[config.mk]
export PLATFORM = sky130hd
export DESIGN_NAME = async_timer_register_sync
export DESIGN_NICKNAME = d
export VERILOG_FILES = /design/src/inc/async_timer_pkg.sv /design/src/design/async_timer_register_sync.sv
export SDC_FILE = /design/constraint.sdc
export NUM_CORES = 1
export LEC_CHECK = 0
export CAP_MARGIN = 10
export CORE_UTILIZATION = 50
export DETAILED_ROUTE_END_ITERATION = 16
export DONT_BUFFER_PORTS = 1
export SETUP_SLACK_MARGIN = 0.2
export SLEW_MARGIN = 20
export SYNTH_ARGS = -nofsm -noshare
export SYNTH_HDL_FRONTEND = slang
export SYNTH_SLANG_ARGS = --single-unit
export TNS_END_PERCENT = 30
[constraint.sdc]
create_clock -name i_clk -period 4.1 [get_ports i_clk]
set_input_delay 0.615 -clock i_clk [delete_from_list [all_inputs] [get_ports i_clk]]
set_output_delay 0.615 -clock i_clk [all_outputs]
set_load 0.005 [all_outputs]
[src/inc/async_timer_pkg.sv]
// Constants for the asynchronous timer register block
package async_timer_pkg;
    // Register byte offsets on the bus
    localparam logic [7:0] OFS_COUNT = 8'h00;
    localparam logic [7:0] OFS_COMPARE = 8'h04;
    localparam logic [7:0] OFS_CONTROL = 8'h08;
    localparam logic [7:0] OFS_STATUS = 8'h0c;
    // Bus and register widths
    localparam int AXI_ADDR_W = 8;
    localparam int REG_W = 8;
    // Holding channel indices
    localparam int CH_COUNT = 0;
    localparam int CH_COMPARE = 1;
    localparam int CH_CONTROL = 2;
    localparam int NUM_CH = 3;
    // Status register field positions
    localparam int BIT_ASYNC_SEL = 3;
    localparam int BIT_COUNT_BUSY = 2;
    localparam int BIT_COMPARE_BUSY = 1;
    localparam int BIT_CONTROL_BUSY = 0;
    // Control register field positions
    localparam int BIT_RUN = 0;
    localparam int BIT_OUT_MODE_LO = 4;
    localparam int BIT_OUT_MODE_HI = 5;
    // Output pin actions on a match
    localparam logic [1:0] OUT_NONE = 2'h0;
    localparam logic [1:0] OUT_TOGGLE = 2'h1;
    localparam logic [1:0] OUT_CLEAR = 2'h2;
    localparam logic [1:0] OUT_SET = 2'h3;
    // Reset values
    localparam logic [7:0] RST_REG = 8'h00;
    // Timing counts
    localparam logic [1:0] XFER_LAST_EDGE = 2'h1;
    localparam int FLAG_SYNC_CYCLES = 3;
    // Bus responses
    localparam logic [1:0] RESP_OKAY = 2'h0;
    localparam logic [1:0] RESP_SLVERR = 2'h2;
endpackage : async_timer_pkg

[src/design/async_timer_register_sync.sv]
// 8-bit timer with crystal-clocked holding registers behind AXI4-Lite
//
// Operation
// - Count readable and writable at any time
// - Count write blocks match on next tick
// - Compare value against count every tick
// - Select bit picks bus clock or crystal
// - Count write sets busy until transferred
// - Compare write sets busy until transferred
// - Control write sets busy until transferred
// - Count reads its read register; compare and control read holding
// - Holding value lands after two crystal edges
// - Count, compare and control each have their own holding stage
// - Compare disabled while count/compare transfer pending
// - Interrupt logic rearms after one crystal cycle
// - Oscillator runs only in crystal mode and outside deep sleep
// - Wake starts on tick after condition
// - Count read register refreshed per crystal edge
// - Flags reach bus side three cycles later
// - Compare pin changes on the tick itself
`timescale 1ns/10ps
module async_timer_register_sync (
    input wire logic i_clk,
    input wire logic i_reset,
    // AXI4-Lite write address
    input wire logic i_s_axi_awvalid,
    output logic o_s_axi_awready,
    input wire logic [async_timer_pkg::AXI_ADDR_W-1:0] i_s_axi_awaddr,
    // AXI4-Lite write data
    input wire logic i_s_axi_wvalid,
    output logic o_s_axi_wready,
    input wire logic [31:0] i_s_axi_wdata,
    input wire logic [3:0] i_s_axi_wstrb,
    // AXI4-Lite write response
    output logic o_s_axi_bvalid,
    input wire logic i_s_axi_bready,
    output logic [1:0] o_s_axi_bresp,
    // AXI4-Lite read address
    input wire logic i_s_axi_arvalid,
    output logic o_s_axi_arready,
    input wire logic [async_timer_pkg::AXI_ADDR_W-1:0] i_s_axi_araddr,
    // AXI4-Lite read data
    output logic o_s_axi_rvalid,
    input wire logic i_s_axi_rready,
    output logic [31:0] o_s_axi_rdata,
    output logic [1:0] o_s_axi_rresp,
    // Crystal oscillator pin level
    input wire logic i_crystal_in_pin,
    // Light sleep (power-save or extended standby)
    input wire logic i_light_sleep,
    // Deep sleep (power-down or standby)
    input wire logic i_deep_sleep,
    // Timer outputs
    output logic o_compare_out_pin,
    output logic o_osc_enable,
    output logic o_compare_flag,
    output logic o_overflow_flag,
    output logic o_wake
);
    import async_timer_pkg::*;

    // Bus-side write capture
    logic aw_got_ff;
    logic w_got_ff;
    logic [AXI_ADDR_W-1:0] wr_addr_ff;
    logic [REG_W-1:0] wr_data_ff;
    logic wr_lane_ff;
    logic bvalid_ff;
    logic [1:0] bresp_ff;
    // Bus-side read answer
    logic rvalid_ff;
    logic [31:0] rdata_ff;
    logic [1:0] rresp_ff;

    // Timer state
    logic async_sel_ff;
    logic [REG_W-1:0] counter_ff;
    logic [REG_W-1:0] compare_ff;
    logic [REG_W-1:0] control_ff;
    logic [REG_W-1:0] count_read_ff;
    logic block_match_ff;
    logic pin_ff;
    logic xtal_prev_ff;
    logic tick_d_ff;
    // Per-channel holding stage
    logic [REG_W-1:0] hold_ff [NUM_CH];
    logic [NUM_CH-1:0] busy_ff;
    logic [1:0] edge_cnt_ff [NUM_CH];
    // Flag synchronising pipelines
    logic [FLAG_SYNC_CYCLES-1:0] cmp_pipe_ff;
    logic [FLAG_SYNC_CYCLES-1:0] ovf_pipe_ff;
    // Wake handling
    logic wake_pend_ff;
    logic rearm_block_ff;
    logic wake_ff;

    // Decode of the pending write
    wire wr_fire = aw_got_ff & w_got_ff & ~bvalid_ff;
    wire wr_count = wr_fire & wr_lane_ff & (wr_addr_ff == OFS_COUNT);
    wire wr_compare = wr_fire & wr_lane_ff & (wr_addr_ff == OFS_COMPARE);
    wire wr_control = wr_fire & wr_lane_ff & (wr_addr_ff == OFS_CONTROL);
    wire wr_status = wr_fire & wr_lane_ff & (wr_addr_ff == OFS_STATUS);
    wire wr_mapped = (wr_addr_ff == OFS_COUNT) | (wr_addr_ff == OFS_COMPARE)
                   | (wr_addr_ff == OFS_CONTROL) | (wr_addr_ff == OFS_STATUS);
    wire [NUM_CH-1:0] wr_sel = {wr_control, wr_compare, wr_count};
    // Select bit change abandons pending transfers
    wire sel_change = wr_status & (wr_data_ff[BIT_ASYNC_SEL] != async_sel_ff);

    // Oscillator on only in crystal mode and outside deep sleep
    assign o_osc_enable = async_sel_ff & ~i_deep_sleep;
    // Rising crystal edge, only while the oscillator runs
    wire xtal_edge = o_osc_enable & i_crystal_in_pin & ~xtal_prev_ff;
    // Timer tick from bus clock or crystal
    wire tick = async_sel_ff ? xtal_edge : 1'b1;

    // Transfer from holding into destination
    logic [NUM_CH-1:0] apply;
    always_comb begin
        for (int i = 0; i < NUM_CH; i++) begin
            // Async: second crystal edge; sync: at once
            apply[i] = async_sel_ff ? (busy_ff[i] & xtal_edge & (edge_cnt_ff[i] == XFER_LAST_EDGE))
                                    : wr_sel[i];
        end
    end

    // Timer behaviour selected by control
    wire running = control_ff[BIT_RUN];
    wire [1:0] out_mode = control_ff[BIT_OUT_MODE_HI:BIT_OUT_MODE_LO];
    // Match gated by count-write block and pending count/compare transfers
    wire match = tick & running & (counter_ff == compare_ff) & ~block_match_ff
               & ~busy_ff[CH_COUNT] & ~busy_ff[CH_COMPARE];
    wire overflow = tick & running & (counter_ff == 8'hff) & ~apply[CH_COUNT];
    // Read register refresh after each crystal edge
    wire read_refresh = async_sel_ff ? tick_d_ff : 1'b1;

    // Bus handshakes
    assign o_s_axi_awready = ~aw_got_ff & ~bvalid_ff;
    assign o_s_axi_wready = ~w_got_ff & ~bvalid_ff;
    assign o_s_axi_arready = ~rvalid_ff;
    assign o_s_axi_bvalid = bvalid_ff;
    assign o_s_axi_bresp = bresp_ff;
    assign o_s_axi_rvalid = rvalid_ff;
    assign o_s_axi_rdata = rdata_ff;
    assign o_s_axi_rresp = rresp_ff;

    // Read data selection
    wire [REG_W-1:0] status_view = {4'h0, async_sel_ff, busy_ff[CH_COUNT],
                                    busy_ff[CH_COMPARE], busy_ff[CH_CONTROL]};
    wire rd_count = (i_s_axi_araddr == OFS_COUNT);
    wire rd_compare = (i_s_axi_araddr == OFS_COMPARE);
    wire rd_control = (i_s_axi_araddr == OFS_CONTROL);
    wire rd_status = (i_s_axi_araddr == OFS_STATUS);
    wire rd_mapped = rd_count | rd_compare | rd_control | rd_status;
    wire [REG_W-1:0] rd_value = rd_count ? count_read_ff
                              : rd_compare ? hold_ff[CH_COMPARE]
                              : rd_control ? hold_ff[CH_CONTROL]
                              : rd_status ? status_view
                              : RST_REG;

    // Write address and data capture, in either order
    always_ff @(posedge i_clk) begin
        if (i_reset) begin
            aw_got_ff <= 1'b0;
            w_got_ff <= 1'b0;
            wr_addr_ff <= '0;
            wr_data_ff <= RST_REG;
            wr_lane_ff <= 1'b0;
        end else if (wr_fire) begin
            // Both halves consumed
            aw_got_ff <= 1'b0;
            w_got_ff <= 1'b0;
        end else begin
            if (i_s_axi_awvalid & o_s_axi_awready) begin
                aw_got_ff <= 1'b1;
                wr_addr_ff <= i_s_axi_awaddr;
            end
            if (i_s_axi_wvalid & o_s_axi_wready) begin
                w_got_ff <= 1'b1;
                wr_data_ff <= i_s_axi_wdata[REG_W-1:0];
                wr_lane_ff <= i_s_axi_wstrb[0];
            end
        end
    end

    // Write response
    always_ff @(posedge i_clk) begin
        if (i_reset) begin
            bvalid_ff <= 1'b0;
            bresp_ff <= RESP_OKAY;
        end else if (wr_fire) begin
            bvalid_ff <= 1'b1;
            bresp_ff <= wr_mapped ? RESP_OKAY : RESP_SLVERR;
        end else if (i_s_axi_bready) begin
            bvalid_ff <= 1'b0;
        end
    end

    // Read answer, one cycle after the address
    always_ff @(posedge i_clk) begin
        if (i_reset) begin
            rvalid_ff <= 1'b0;
            rdata_ff <= '0;
            rresp_ff <= RESP_OKAY;
        end else if (i_s_axi_arvalid & o_s_axi_arready) begin
            rvalid_ff <= 1'b1;
            rdata_ff <= {24'h0, rd_value};
            rresp_ff <= rd_mapped ? RESP_OKAY : RESP_SLVERR;
        end else if (i_s_axi_rready) begin
            rvalid_ff <= 1'b0;
        end
    end

    // Clock select bit; busy bits ignore writes
    always_ff @(posedge i_clk) begin
        if (i_reset) begin
            async_sel_ff <= 1'b0;
        end else if (wr_status) begin
            async_sel_ff <= wr_data_ff[BIT_ASYNC_SEL];
        end
    end

    // Crystal edge history
    always_ff @(posedge i_clk) begin
        if (i_reset) begin
            xtal_prev_ff <= 1'b0;
            tick_d_ff <= 1'b0;
        end else begin
            xtal_prev_ff <= i_crystal_in_pin;
            tick_d_ff <= xtal_edge;
        end
    end

    // Independent holding stage per count, compare and control register
    always_ff @(posedge i_clk) begin
        if (i_reset) begin
            busy_ff <= '0;
            for (int i = 0; i < NUM_CH; i++) begin
                hold_ff[i] <= RST_REG;
                edge_cnt_ff[i] <= 2'h0;
            end
        end else begin
            for (int i = 0; i < NUM_CH; i++) begin
                if (wr_sel[i]) begin
                    // New write restarts this channel only; write wins over clear
                    hold_ff[i] <= wr_data_ff;
                    busy_ff[i] <= async_sel_ff;
                    edge_cnt_ff[i] <= 2'h0;
                end else if (sel_change) begin
                    // Clock switch drops the transfer
                    busy_ff[i] <= 1'b0;
                    edge_cnt_ff[i] <= 2'h0;
                end else if (apply[i]) begin
                    busy_ff[i] <= 1'b0;
                    edge_cnt_ff[i] <= 2'h0;
                end else if (busy_ff[i] & xtal_edge) begin
                    edge_cnt_ff[i] <= edge_cnt_ff[i] + 2'h1;
                end
            end
        end
    end

    // Destination registers
    always_ff @(posedge i_clk) begin
        if (i_reset) begin
            compare_ff <= RST_REG;
            control_ff <= RST_REG;
        end else begin
            if (apply[CH_COMPARE]) begin
                // Sync mode lands the bus word itself; holding is loaded in the same edge
                compare_ff <= async_sel_ff ? hold_ff[CH_COMPARE] : wr_data_ff;
            end
            if (apply[CH_CONTROL]) begin
                control_ff <= async_sel_ff ? hold_ff[CH_CONTROL] : wr_data_ff;
            end
        end
    end

    // Counter: load beats increment
    always_ff @(posedge i_clk) begin
        if (i_reset) begin
            counter_ff <= RST_REG;
        end else if (apply[CH_COUNT]) begin
            counter_ff <= async_sel_ff ? hold_ff[CH_COUNT] : wr_data_ff;
        end else if (tick & running) begin
            counter_ff <= counter_ff + 8'h01;
        end
    end

    // Match block for one tick after a count load
    always_ff @(posedge i_clk) begin
        if (i_reset) begin
            block_match_ff <= 1'b0;
        end else if (apply[CH_COUNT]) begin
            block_match_ff <= 1'b1;
        end else if (tick) begin
            block_match_ff <= 1'b0;
        end
    end

    // Compare pin acts on the tick itself
    always_ff @(posedge i_clk) begin
        if (i_reset) begin
            pin_ff <= 1'b0;
        end else if (match) begin
            case (out_mode)
                OUT_TOGGLE: pin_ff <= ~pin_ff;
                OUT_CLEAR: pin_ff <= 1'b0;
                OUT_SET: pin_ff <= 1'b1;
                default: pin_ff <= pin_ff;
            endcase
        end
    end
    assign o_compare_out_pin = pin_ff;

    // Count read register
    always_ff @(posedge i_clk) begin
        if (i_reset) begin
            count_read_ff <= RST_REG;
        end else if (read_refresh) begin
            count_read_ff <= counter_ff;
        end
    end

    // Flag events delayed into the bus domain
    always_ff @(posedge i_clk) begin
        if (i_reset) begin
            cmp_pipe_ff <= '0;
            ovf_pipe_ff <= '0;
        end else begin
            cmp_pipe_ff <= {cmp_pipe_ff[FLAG_SYNC_CYCLES-2:0], match};
            ovf_pipe_ff <= {ovf_pipe_ff[FLAG_SYNC_CYCLES-2:0], overflow};
        end
    end
    assign o_compare_flag = cmp_pipe_ff[FLAG_SYNC_CYCLES-1];
    assign o_overflow_flag = ovf_pipe_ff[FLAG_SYNC_CYCLES-1];

    // Wake request on the tick after the condition
    always_ff @(posedge i_clk) begin
        if (i_reset) begin
            wake_pend_ff <= 1'b0;
            rearm_block_ff <= 1'b0;
            wake_ff <= 1'b0;
        end else begin
            wake_ff <= 1'b0;
            if (tick & wake_pend_ff) begin
                // Fire wake and hold off one crystal cycle
                wake_ff <= 1'b1;
                wake_pend_ff <= 1'b0;
                rearm_block_ff <= 1'b1;
            end else if (tick) begin
                rearm_block_ff <= 1'b0;
            end
            if (async_sel_ff & i_light_sleep & (match | overflow) & ~rearm_block_ff
                & ~wake_pend_ff) begin
                wake_pend_ff <= 1'b1;
            end
        end
    end
    assign o_wake = wake_ff;

endmodule : async_timer_register_sync

==> run metrics, run 1 <==
vias post-DR 3291; HP Class in -> reg; num rows 35; critical path's top delay family flip-flops; Post-synth ARST share 0; largest net degree at the start of global routing 83; RSZ-0062 raised after global routing no; worst skew pair latency 370 ps; die area 10100 um2; setup TNS 0 ps; htree depth 3; Worst Max-Slew Pin Slew 956.2 ps; Netlist cell types 52; Post-CTS Resized 0; synthesized area 4852 um2; CP max stage delay 860 ps; number of CTS-inserted buffers 9; DRT antenna net count 0; vias in the first global route 3063; Worst Setup Start Kind flip-flop; register bit total from synthesis 105; Max transition margin 0.3577; Final setup viols 0; Hold WS 306.4 ps; fin nets 554; Post-DP HPWL 6841 um; DR WL/cell 15.61 um; Hold Path Cell Cnt 1; critical path capture point type flip-flop; Post-synth EDFFs 30; DR iter-0 viols 162; CP required 4370 ps; Leakage 1.881 nW; status complete, no violations; PD cells 367.7 nW/um2; Crit. path cell count 7; hold buffer count at cts 0; post-synthesis sequential area ratio 0.4951; GP Congestion 0.7574; post-layout min period 2426 ps; Crit Path Class reg -> reg; global-route wire length before repair 15880 um; Area growth syn-to-layout 2.914%; top post-synthesis cells by count dfxtp_1 (75), nand2_1 (67), nor2_1 (44); Clock transition at path regs 110 ps; overall routing resource usage 0.2084; clock sink count 105; core area 9328 um2; Vias/cell 5.291; final hold vios 0; worst-path cell chain nor4bb_1 -> buf_4 -> nand3_1 -> o41ai_4 -> buf_4 -> o21bai_1 -> a32o_1; grt ovf 0; Die Y-Extent 100.5 um; cell taking the most area after synthesis dfxtp_1; max cap viols 0; diodes inserted 0; clk buf depth 2; I/O pin cnt 108; effective utilization at floorplan 0.5202; Mapped Cells 505; DRC 0; CTS root buf clkbuf_8; final WL 9710 um; Slowest-stage cell, CP dfxtp_1; 1st-pass router iterations 4; Max Clock Freq 412.2 MHz; Worst VDD drop 0.0002176 V; I/O Buffers 0; cell mode on critical path buf_4; Critical path buffers and inverters 2; Synth top area share 0.3094; post-route clock period utilization 0.5917; Yosys warnings 0; WP data arrival 2690 ps; worst r2r path cells 7; dominant cells by area after synthesis dfxtp_1 (31%), edfxtp_1 (19%), nand2_1 (5.2%), mux2i_1 (4.5%), a21oi_1 (4.3%); ys flop type dfxtp_1; Die W 100.5 um; crit path max fanout 19; Final Max Tran Viols 0; share of cells above drive strength 1 0.07099; top-count cell post-synth dfxtp_1; Post-Syn Area per Cell 9.608 um2; post-CTS repair timing setup buffer count 0; skew final 16.28 ps; TritonCTS clock tree done; initial antenna violation count 0
==> logic make-up (layout without fill, tap and decap cells) <==
group / after synthesis / after routing / synth area share
and+or+nand+nor: 190 / 190 / 0.1931
other: 1 / 26 / 0.0007729
muxes: 23 / 23 / 0.04770
adders and majority gates: 4 / 4 / 0.01032
buffers and inverters: 67 / 30 / 0.07710
xor gates and xnor gates: 16 / 16 / 0.02888
AOI/OAI and AO/OA: 99 / 99 / 0.1470
DFF: 105 / 105 / 0.4951
==> state kept, by name (all words and copies together) (netlist names), 3 cells and up <==
signal         count
busy_ff            3
cmp_pipe_ff        3
compare_ff         8
control_ff         3
count_read_ff      8
counter_ff         8
edge_cnt_ff        6
hold_ff           24
o_s_axi_rdata      8
ovf_pipe_ff        3
wr_addr_ff         8
wr_data_ff         8
==> layer usage <==
layer,GRT usage,up-vias,share of wire
met3,0.03745,2,0.043
met4,0.06355,0,0.0047
li1,-,1678,-
met5,0,-,0
met2,0.3272,83,0.46
met1,0.2939,1528,0.49
==> worst paths after layout <==
check	from	end	slack, ps
worst max register to register	async_sel_ff$_SDFFE_PP0P_	wake_pend_ff$_SDFFE_PP0P_	1670
worst min register to register	ovf_pipe_ff[0]$_SDFF_PP0_	ovf_pipe_ff[1]$_SDFF_PP0_	450
worst max-delay path	async_sel_ff$_SDFFE_PP0P_	wake_pend_ff$_SDFFE_PP0P_	1670
worst min-delay path	i_reset	xtal_prev_ff$_SDFF_PP0_	310
==> where the power goes <==
part           switching, mW  internal, mW
logic                 0.0600        0.0329
registers             0.0246          1.09
clock network          0.375         0.252
total                  0.459          1.38
==> metrics by stage <==
step | util | instance area [um2] | setup slack, ps | total power [mW] | instances
after floorplan | - | 4946 | 2186 | 1.243 | 530
after global placement | 0.5143 | 4797 | 1734 | 1.232 | 606
after detailed placement | 0.5143 | 4797 | 1712 | 1.235 | 606
after CTS | 0.5353 | 4994 | 1684 | 1.858 | 622
after global routing | 0.5353 | 4994 | 1524 | 1.918 | 622
final | 0.5353 | 4994 | 1674 | 1.836 | 622
==> worst register-to-register path, cell delays in order, from the launching register on <==
cell and delay (ps):
dfxtp_1 860, nor4bb_1 310, buf_4 230, nand3_1 140, o41ai_4 100, buf_4 320, o21bai_1 110, a32o_1 250
==> layout by cell type (no fill, tap or decap), types with 2 or more instances in the layout <==
cell type	count
a211oi_2	2
a311oi_1	4
a22oi_1	4
a21oi_1	42
mux2i_1	22
nand4_1	2
inv_1	11
buf_4	3
inv_6	2
xnor2_1	2
o21ai_0	9
a211oi_1	17
nand2_1	67
clkbuf_8	10
a2111oi_0	5
nor4_1	5
dfxtp_1	75
xor2_1	14
nand2b_1	7
nor2_1	44
a21o_1	5
ha_1	4
edfxtp_1	30
conb_1	26
nor3_1	11
nor2b_1	18
nand3_1	13
and2_1	12
a311oi_2	3
==> layout make-up <==
class | instances | area, um2
sequential | 105 | 2402
clock buffer | 10 | 137.6
tap | 129 | 161.4
fill | 897 | 4334
clock inverter | 6 | 58.81
inverter | 11 | 41.29
multi-input combinational | 358 | 2170
timing repair buffer | 3 | 22.52
No activity file was read; power rests on OpenSTA's default activity.
==> run 2: changes to the inputs <==
--- a/config.mk
+++ b/config.mk
@@ -5,10 +5,12 @@
 export SDC_FILE = /design/constraint.sdc
 export NUM_CORES = 1
 export LEC_CHECK = 0
+export ABC_AREA = 1
 export CAP_MARGIN = 10
 export CORE_UTILIZATION = 50
 export DETAILED_ROUTE_END_ITERATION = 16
 export DONT_BUFFER_PORTS = 1
+export PLACE_DENSITY = 0.68
 export SETUP_SLACK_MARGIN = 0.2
 export SLEW_MARGIN = 20
 export SYNTH_ARGS = -nofsm -noshare
==> constraint.sdc (replaced) <==
create_clock -name i_clk -period 2.2 [get_ports i_clk]
set_input_delay 0.33 -clock i_clk [delete_from_list [all_inputs] [get_ports i_clk]]
set_output_delay 0.33 -clock i_clk [all_outputs]
set_load 0.005 [all_outputs]
==> run 2 against run 1 <==
Effect of this change:
- power increased by 93%
- clock skew increased by 1.7 ps
- clock power increased by 92%
- critical endpoint is now edge_cnt_ff[2][0]$_SDFFCE_PN0P_
- largest power group unchanged
- highest routed layer unchanged
==> run metrics, run 2 <==
setup TNS 0 ps (unchanged); Leakage 2.135 nW (+14%); grt ovf 0 (unchanged); dpl cells 730 (+20%); DRC 0 (unchanged); Area growth syn-to-layout 4.941%; most frequent cells in the layout nor2_1 (92), nand2_1 (83), dfxtp_1 (75); Worst Setup Start Kind flip-flop; Die Y-Extent 101.6 um (+1.1%); final hold vios 0 (unchanged); Slowest-stage cell, CP nor3_4; clk buf depth 2 (unchanged); top-count cell post-synth nor2_1; DR WL/cell 14.49 um (-7.2%); RSZ-0062 raised after global routing no; number of CTS-inserted buffers 9 (unchanged); Die W 101.6 um (+1.1%); Synth top area share 0.3025 (-0.006942); core area 9415 um2 (+0.94%); Clock transition at path regs 110 ps (about the same); overall routing resource usage 0.2308 (+0.02234); GP Congestion 0.9120 (+20%); CP max stage delay 360 ps (-500 ps); 1st-pass router iterations 5 (+1); I/O Buffers 0 (unchanged); Max Clock Freq 560.6 MHz (+36%); Most flops, register hold_ff; CP startpoint wr_addr_ff[4]$_SDFFE_PP0P_; Post-synth EDFFs 30 (unchanged); Post-DP HPWL 8034 um (+17%); vias post-DR 3999 (+22%); DRT antenna net count 0 (unchanged); global-route wire length before repair 17930 um (+13%); largest net degree at the start of global routing 37 (-55%); cell mode on critical path nor2_1; Yosys warnings 0 (unchanged); non-filler cells, final 748 (+20%); post-route clock period utilization 0.8108 (+0.2191); synthesized area 4964 um2 (+2.3%); vias in the first global route 3608 (+18%); cell taking the most area after synthesis dfxtp_1; Critical path buffers and inverters 0 (-2); effective utilization at floorplan 0.5272 (+0.006988); DR iter-0 viols 219 (+35%); final WL 10840 um (+12%); critical path's top delay family simple AND/OR/NAND/NOR gates; Worst VDD drop 0.0003530 V (+62%); Netlist cell types 40 (-23%); commonest non-fill, non-tap cell in the layout nor2_1; clock sink count 105 (unchanged); die area 10330 um2 (+2.3%); htree depth 3 (unchanged); post-layout util 0.5532 (+0.01788); ys flop type dfxtp_1; I/O pin cnt 108 (unchanged); TritonCTS clock tree done; Post-synth ARST share 0 (unchanged); PD cells 682.1 nW/um2 (+85%); HP Class in -> reg; Post-Syn Area per Cell 8.084 um2 (-16%); WP data arrival 1870 ps (-820 ps); max cap viols 0 (unchanged); Final Max Tran Viols 0 (unchanged); diodes inserted 0 (unchanged); CTS root buf clkbuf_8; worst-path cell chain nor2_1 -> nand3_1 -> nor3_4 -> nand3_4 -> nand2_1 -> nor2_1 -> o21ai_1; skew final 17.95 ps (+1.670 ps); max reg flops 24 (unchanged); Mapped Cells 614 (+22%); crit path max fanout 8 (-11); register bit total from synthesis 105 (unchanged); dominant cells by area after synthesis dfxtp_1 (30%), edfxtp_1 (18%), nor2_1 (7.0%), nand2_1 (6.3%), a21oi_1 (6.2%); num rows 35 (unchanged); Crit Path Class reg -> reg; fin nets 680 (+23%); top post-synthesis cells by count nor2_1 (92), nand2_1 (83), dfxtp_1 (75); share of cells above drive strength 1 0.09693 (+0.02594); worst skew pair latency 380 ps (about the same); post-synthesis sequential area ratio 0.4840 (-0.01111); critical path capture point type flip-flop; RR Startpoint wr_addr_ff[4]$_SDFFE_PP0P_; Final setup viols 0 (unchanged); Post-CTS Resized 0 (unchanged); post-layout min period 1784 ps (-642.1 ps); initial antenna violation count 0 (unchanged); CP required 2290 ps (-2080 ps); worst hold start i_reset; Vias/cell 5.346 (+1.0%); Worst Max-Slew Pin Slew 495.9 ps (-460.3 ps); status complete, no violations; Max transition margin 0.6676 (+0.3100)
==> run 2: changes by cell type in the layout (fill, tap and decap cells not counted), moves of 11 or more <==
cell | previous run | this run
a211oi_1 | 17 | 0
mux2i_1 | 22 | 0
o21ai_0 | 9 | 51
inv_1 | 11 | 59
nand2_1 | 67 | 83
a21oi_1 | 42 | 61
nand3_1 | 13 | 42
and2_1 | 12 | 0
nor2b_1 | 18 | 0
xor2_1 | 14 | 3
nor2_1 | 44 | 92
==> run 2: path summary, 6_finish.rpt <==
check | end | depth (start not counted) | slack, ps
worst max-delay path | edge_cnt_ff[2][0]$_SDFFCE_PN0P_ | 7 | 420
worst min-delay path | block_match_ff$_SDFFE_PP0P_ | 1 | 20
worst max register to register | edge_cnt_ff[2][0]$_SDFFCE_PN0P_ | 7 | 420
worst min register to register | cmp_pipe_ff[1]$_SDFF_PP0_ | 2 | 400
==> run 2: layout make-up <==
type                    count  area [um2]
well taps                 129       161.4
multi-input cells         428        2138
flip-flops and latches    105        2402
fillers                   895        4207
inverters                  62       232.7
clock buffers               9       123.9
clock inverters             7       85.08
repair buffers              8       65.06
==> run 2: logic make-up after synthesis <==
family,count (synthesis),synth area share
adders and majority gates,4,0.01008
AOI/OAI and AO/OA,132,0.1452
xor gates and xnor gates,5,0.008824
buffers and inverters,106,0.1041
DFF,105,0.4840
other,1,0.0007555
and+or+nand+nor,261,0.2470
==> run 2: report_power, final <==
| part | leakage [nW] | switching [mW] | internal (mW) |
|---|---|---|---|
| clock network | 0.100 | 0.745 | 0.453 |
| registers | 0.920 | 0.0419 | 2.05 |
| logic | 1.12 | 0.188 | 0.0756 |
==> run 2: worst register-to-register path, cell delays in order (launching register included) <==
cell and delay, ps:
dfxtp_1 330, nor2_1 150, nand3_1 160, nor3_4 360, nand3_4 210, nand2_1 110
nor2_1 40, o21ai_1 130
==> run 2: through the flow <==
step / power, mW / setup slack [ps] / hold WS [ps] / instance area (um2)
2_1_floorplan: 2.362 / 456.6 / 388.3 / 5057
3_3_place_gp: 2.382 / 454.4 / 394.8 / 4980
3_5_place_dp: 2.392 / 437.3 / 399.1 / 4980
4_1_cts: 3.576 / 426.9 / 4.875 / 5209
5_1_grt: 3.700 / 258.9 / 0.3411 / 5209
6_report: 3.553 / 416.2 / 19.42 / 5209
==> run 2: metal layers <==
| layer | track usage | vias to the layer above | share of wire |
|---|---|---|---|
| met3 | 0.04624 | 18 | 0.064 |
| met4 | 0.09365 | 0 | 0.022 |
| met2 | 0.3545 | 148 | 0.45 |
| met5 | 0 | - | 0 |
| li1 | - | 1986 | - |
| met1 | 0.3182 | 1847 | 0.46 |
==> run 2: what timing repair did <==
action                                 4_1_cts  5_1_grt
endpoints found under the hold margin        8        0
buffers inserted                             0        0
hold buffers                                 2        0
setup endpoints to repair                    0        0
==> run 3: changes to the inputs <==
==> constraint.sdc (replaced) <==
create_clock -name i_clk -period 1.46 [get_ports i_clk]
set_input_delay 0.219 -clock i_clk [delete_from_list [all_inputs] [get_ports i_clk]]
set_output_delay 0.219 -clock i_clk [all_outputs]
set_load 0.005 [all_outputs]
==> run 3 against run 2 <==
Effect of this change:
- the flow now finishes with violations (setup timing)
- fmax up 14%
- register-to-register slack worse by 520 ps
- non-clock buffer count up 57
- power up 55%
- sequential share of layout area down 6.1 points
- final cell count up 7.8%
- wire length up 8.4%
- combinational power up 130%
- first-iteration DRC count up 37%
- clock power up 47%
==> run metrics, run 3 (synthesis gave the netlist of run 2 again) <==
PD cells 916.0 nW/um2 (+34%); I/O pin cnt 108 (unchanged); Internal 4.006 mW (+55%); Worst VDD drop 0.0007879 V (+120%); DRT antenna net count 0 (unchanged); CTS root buf clkbuf_8; endpoint of the worst setup timing path edge_cnt_ff[2][0]$_SDFFCE_PN0P_; vias post-DR 4209 (+5.3%); Final setup viols 46 (+46); core area 9415 um2 (unchanged); Die Y-Extent 101.6 um (unchanged); TritonCTS clock tree done; CP startpoint o_s_axi_bvalid$_SDFFE_PP0P_; switch share 0.2749 (+0.0004852); clock sink count 105 (unchanged); Max transition margin 0.4070 (-0.2606); non-filler cells, final 806 (+7.8%); die area 10330 um2 (unchanged); number of CTS-inserted buffers 9 (unchanged); Leakage 2.492 nW (+17%); skew final 13.32 ps (-4.634 ps); Vias/cell 5.222 (-2.3%); RSZ-0062 raised after global routing yes; Final Max Tran Viols 0 (unchanged); Max Clock Freq 641.4 MHz (+14%); global-route wire length before repair 18930 um (+5.5%); diodes inserted 0 (unchanged); pre-CTS worst setup slack -141.6 ps (-578.9 ps); CP required 1540 ps (-750 ps); htree depth 3 (unchanged); clk buf depth 2 (unchanged); Die W 101.6 um (unchanged); most frequent cells in the layout nand2_1 (73), nor2_1 (71), dfxtp_1 (64); overall routing resource usage 0.2428 (+0.01208); sequential group share of total power 0.572 (-0.016); num rows 35 (unchanged); commonest non-fill, non-tap cell in the layout nand2_1; Comb power frac 0.109 (+0.035); Post-DP HPWL 8649 um (+7.7%); Psw 1.519 mW (+56%); DRC 0 (unchanged); initial antenna violation count 0 (unchanged); worst hold start i_s_axi_awaddr[6]; reg2reg setup slack -100 ps (-520 ps); vias in the first global route 3859 (+7.0%); WP data arrival 1640 ps (-230 ps); status complete, but fails checks; final hold vios 0 (unchanged); Crit Path Class reg -> reg; 1st-pass router iterations 4 (-1); grt ovf 0 (unchanged); post-route clock period utilization 1.068 (+0.2571); post-layout min period 1559 ps (-224.7 ps); share of cells above drive strength 1 0.2482 (+0.1512); RR Startpoint o_s_axi_bvalid$_SDFFE_PP0P_; max reg flops 24 (unchanged); GP Congestion 0.8933 (-2.1%); final setup margin -99.10 ps (-515.3 ps); HP Class in -> reg; effective utilization at floorplan 0.5272 (unchanged); clock share of power 0.319 (-0.018); dpl cells 781 (+7.0%); r2r endpoint edge_cnt_ff[2][0]$_SDFFCE_PN0P_; Most flops, register hold_ff; failing checks setup timing; critical path capture point type flip-flop; I/O Buffers 0 (unchanged); final WL 11750 um (+8.4%); max cap viols 0 (unchanged); crit path max fanout 8 (unchanged); worst r2r path cells 8 (+1); largest net degree at the start of global routing 37 (unchanged); Clock transition at path regs 100 ps (about the same); Worst Setup Start Kind flip-flop; post-layout util 0.6405 (+0.08731); DR WL/cell 14.58 um (+0.63%); fin nets 738 (+8.5%); Worst Max-Slew Pin Slew 889.5 ps (+393.7 ps); worst skew pair latency 380 ps (about the same); Area growth syn-to-layout 21.50%; DR iter-0 viols 299 (+37%)
run 3: critical path: stages, from the launching register on:
cell,delay (ps)
dfxtp_2,340
inv_2,70
nand3_4,100
nor3_4,210
buf_12,140
nand3_4,130
nand2_1,100
nor2_1,50
o21ai_1,110
run 3: worst min path at each step:
stage,end,depth (start not counted),slack [ps]
final,wr_addr_ff[6]$_SDFFE_PP0P_,2,20
after global routing,tick_d_ff$_SDFF_PP0_,2,10
after CTS,wr_addr_ff[6]$_SDFFE_PP0P_,2,8
after detailed placement,o_s_axi_rdata[0]$_SDFFE_PP0P_,1,290
after global placement,o_s_axi_rdata[1]$_SDFFE_PP0P_,1,290
after floorplan,o_s_axi_bvalid$_SDFFE_PP0P_,1,320
run 3: cell type report:
class | count | area (um2)
clock buffer | 9 | 123.9
clock inverter | 7 | 68.82
fill | 807 | 3385
inverter | 62 | 237.7
multi-input combinational | 429 | 2420
sequential | 105 | 2416
tap | 129 | 161.4
timing repair buffer | 65 | 603.1
run 3: metrics by stage:
step                      hold slack (ps)  TNS, ps  power [mW]  instance area (um2)
after floorplan                     320.4    -1024       3.571                 5099
after global placement              291.3    -4553       3.716                 5479
after detailed placement            292.7    -5458       3.731                 5479
after CTS                           8.262    -2854       5.522                 5891
after global routing                14.20    -7899       5.749                 6031
final                               16.44    -1631       5.524                 6031
run 3: power by group through the flow:
stage	Sequential, mW	Clock (mW)	Combinational, mW
after floorplan	3.20	0	0.366
final	3.16	1.76	0.601
after CTS	3.15	1.80	0.567
after global routing	3.17	1.90	0.673
after detailed placement	3.22	0	0.514
after global placement	3.21	0	0.504
run 3: metal layers:
layer  track usage  part of all wire  vias up
met5             0                 0        -
met4       0.07469             0.016        0
met3       0.04003             0.054       17
met2        0.3955              0.48      128
met1        0.3306              0.45     1952
li1              -                 -     2112
run 3: what timing repair did:
item / CTS / global route
cloned: 1 / 0
endpoints found under the hold margin: 21 / 0
hold buffers: 6 / 0
setup endpoints to repair: 116 / 121
buffers inserted: 2 / 0
pin swaps: 6 / 16
gates resized for setup: 42 / 44
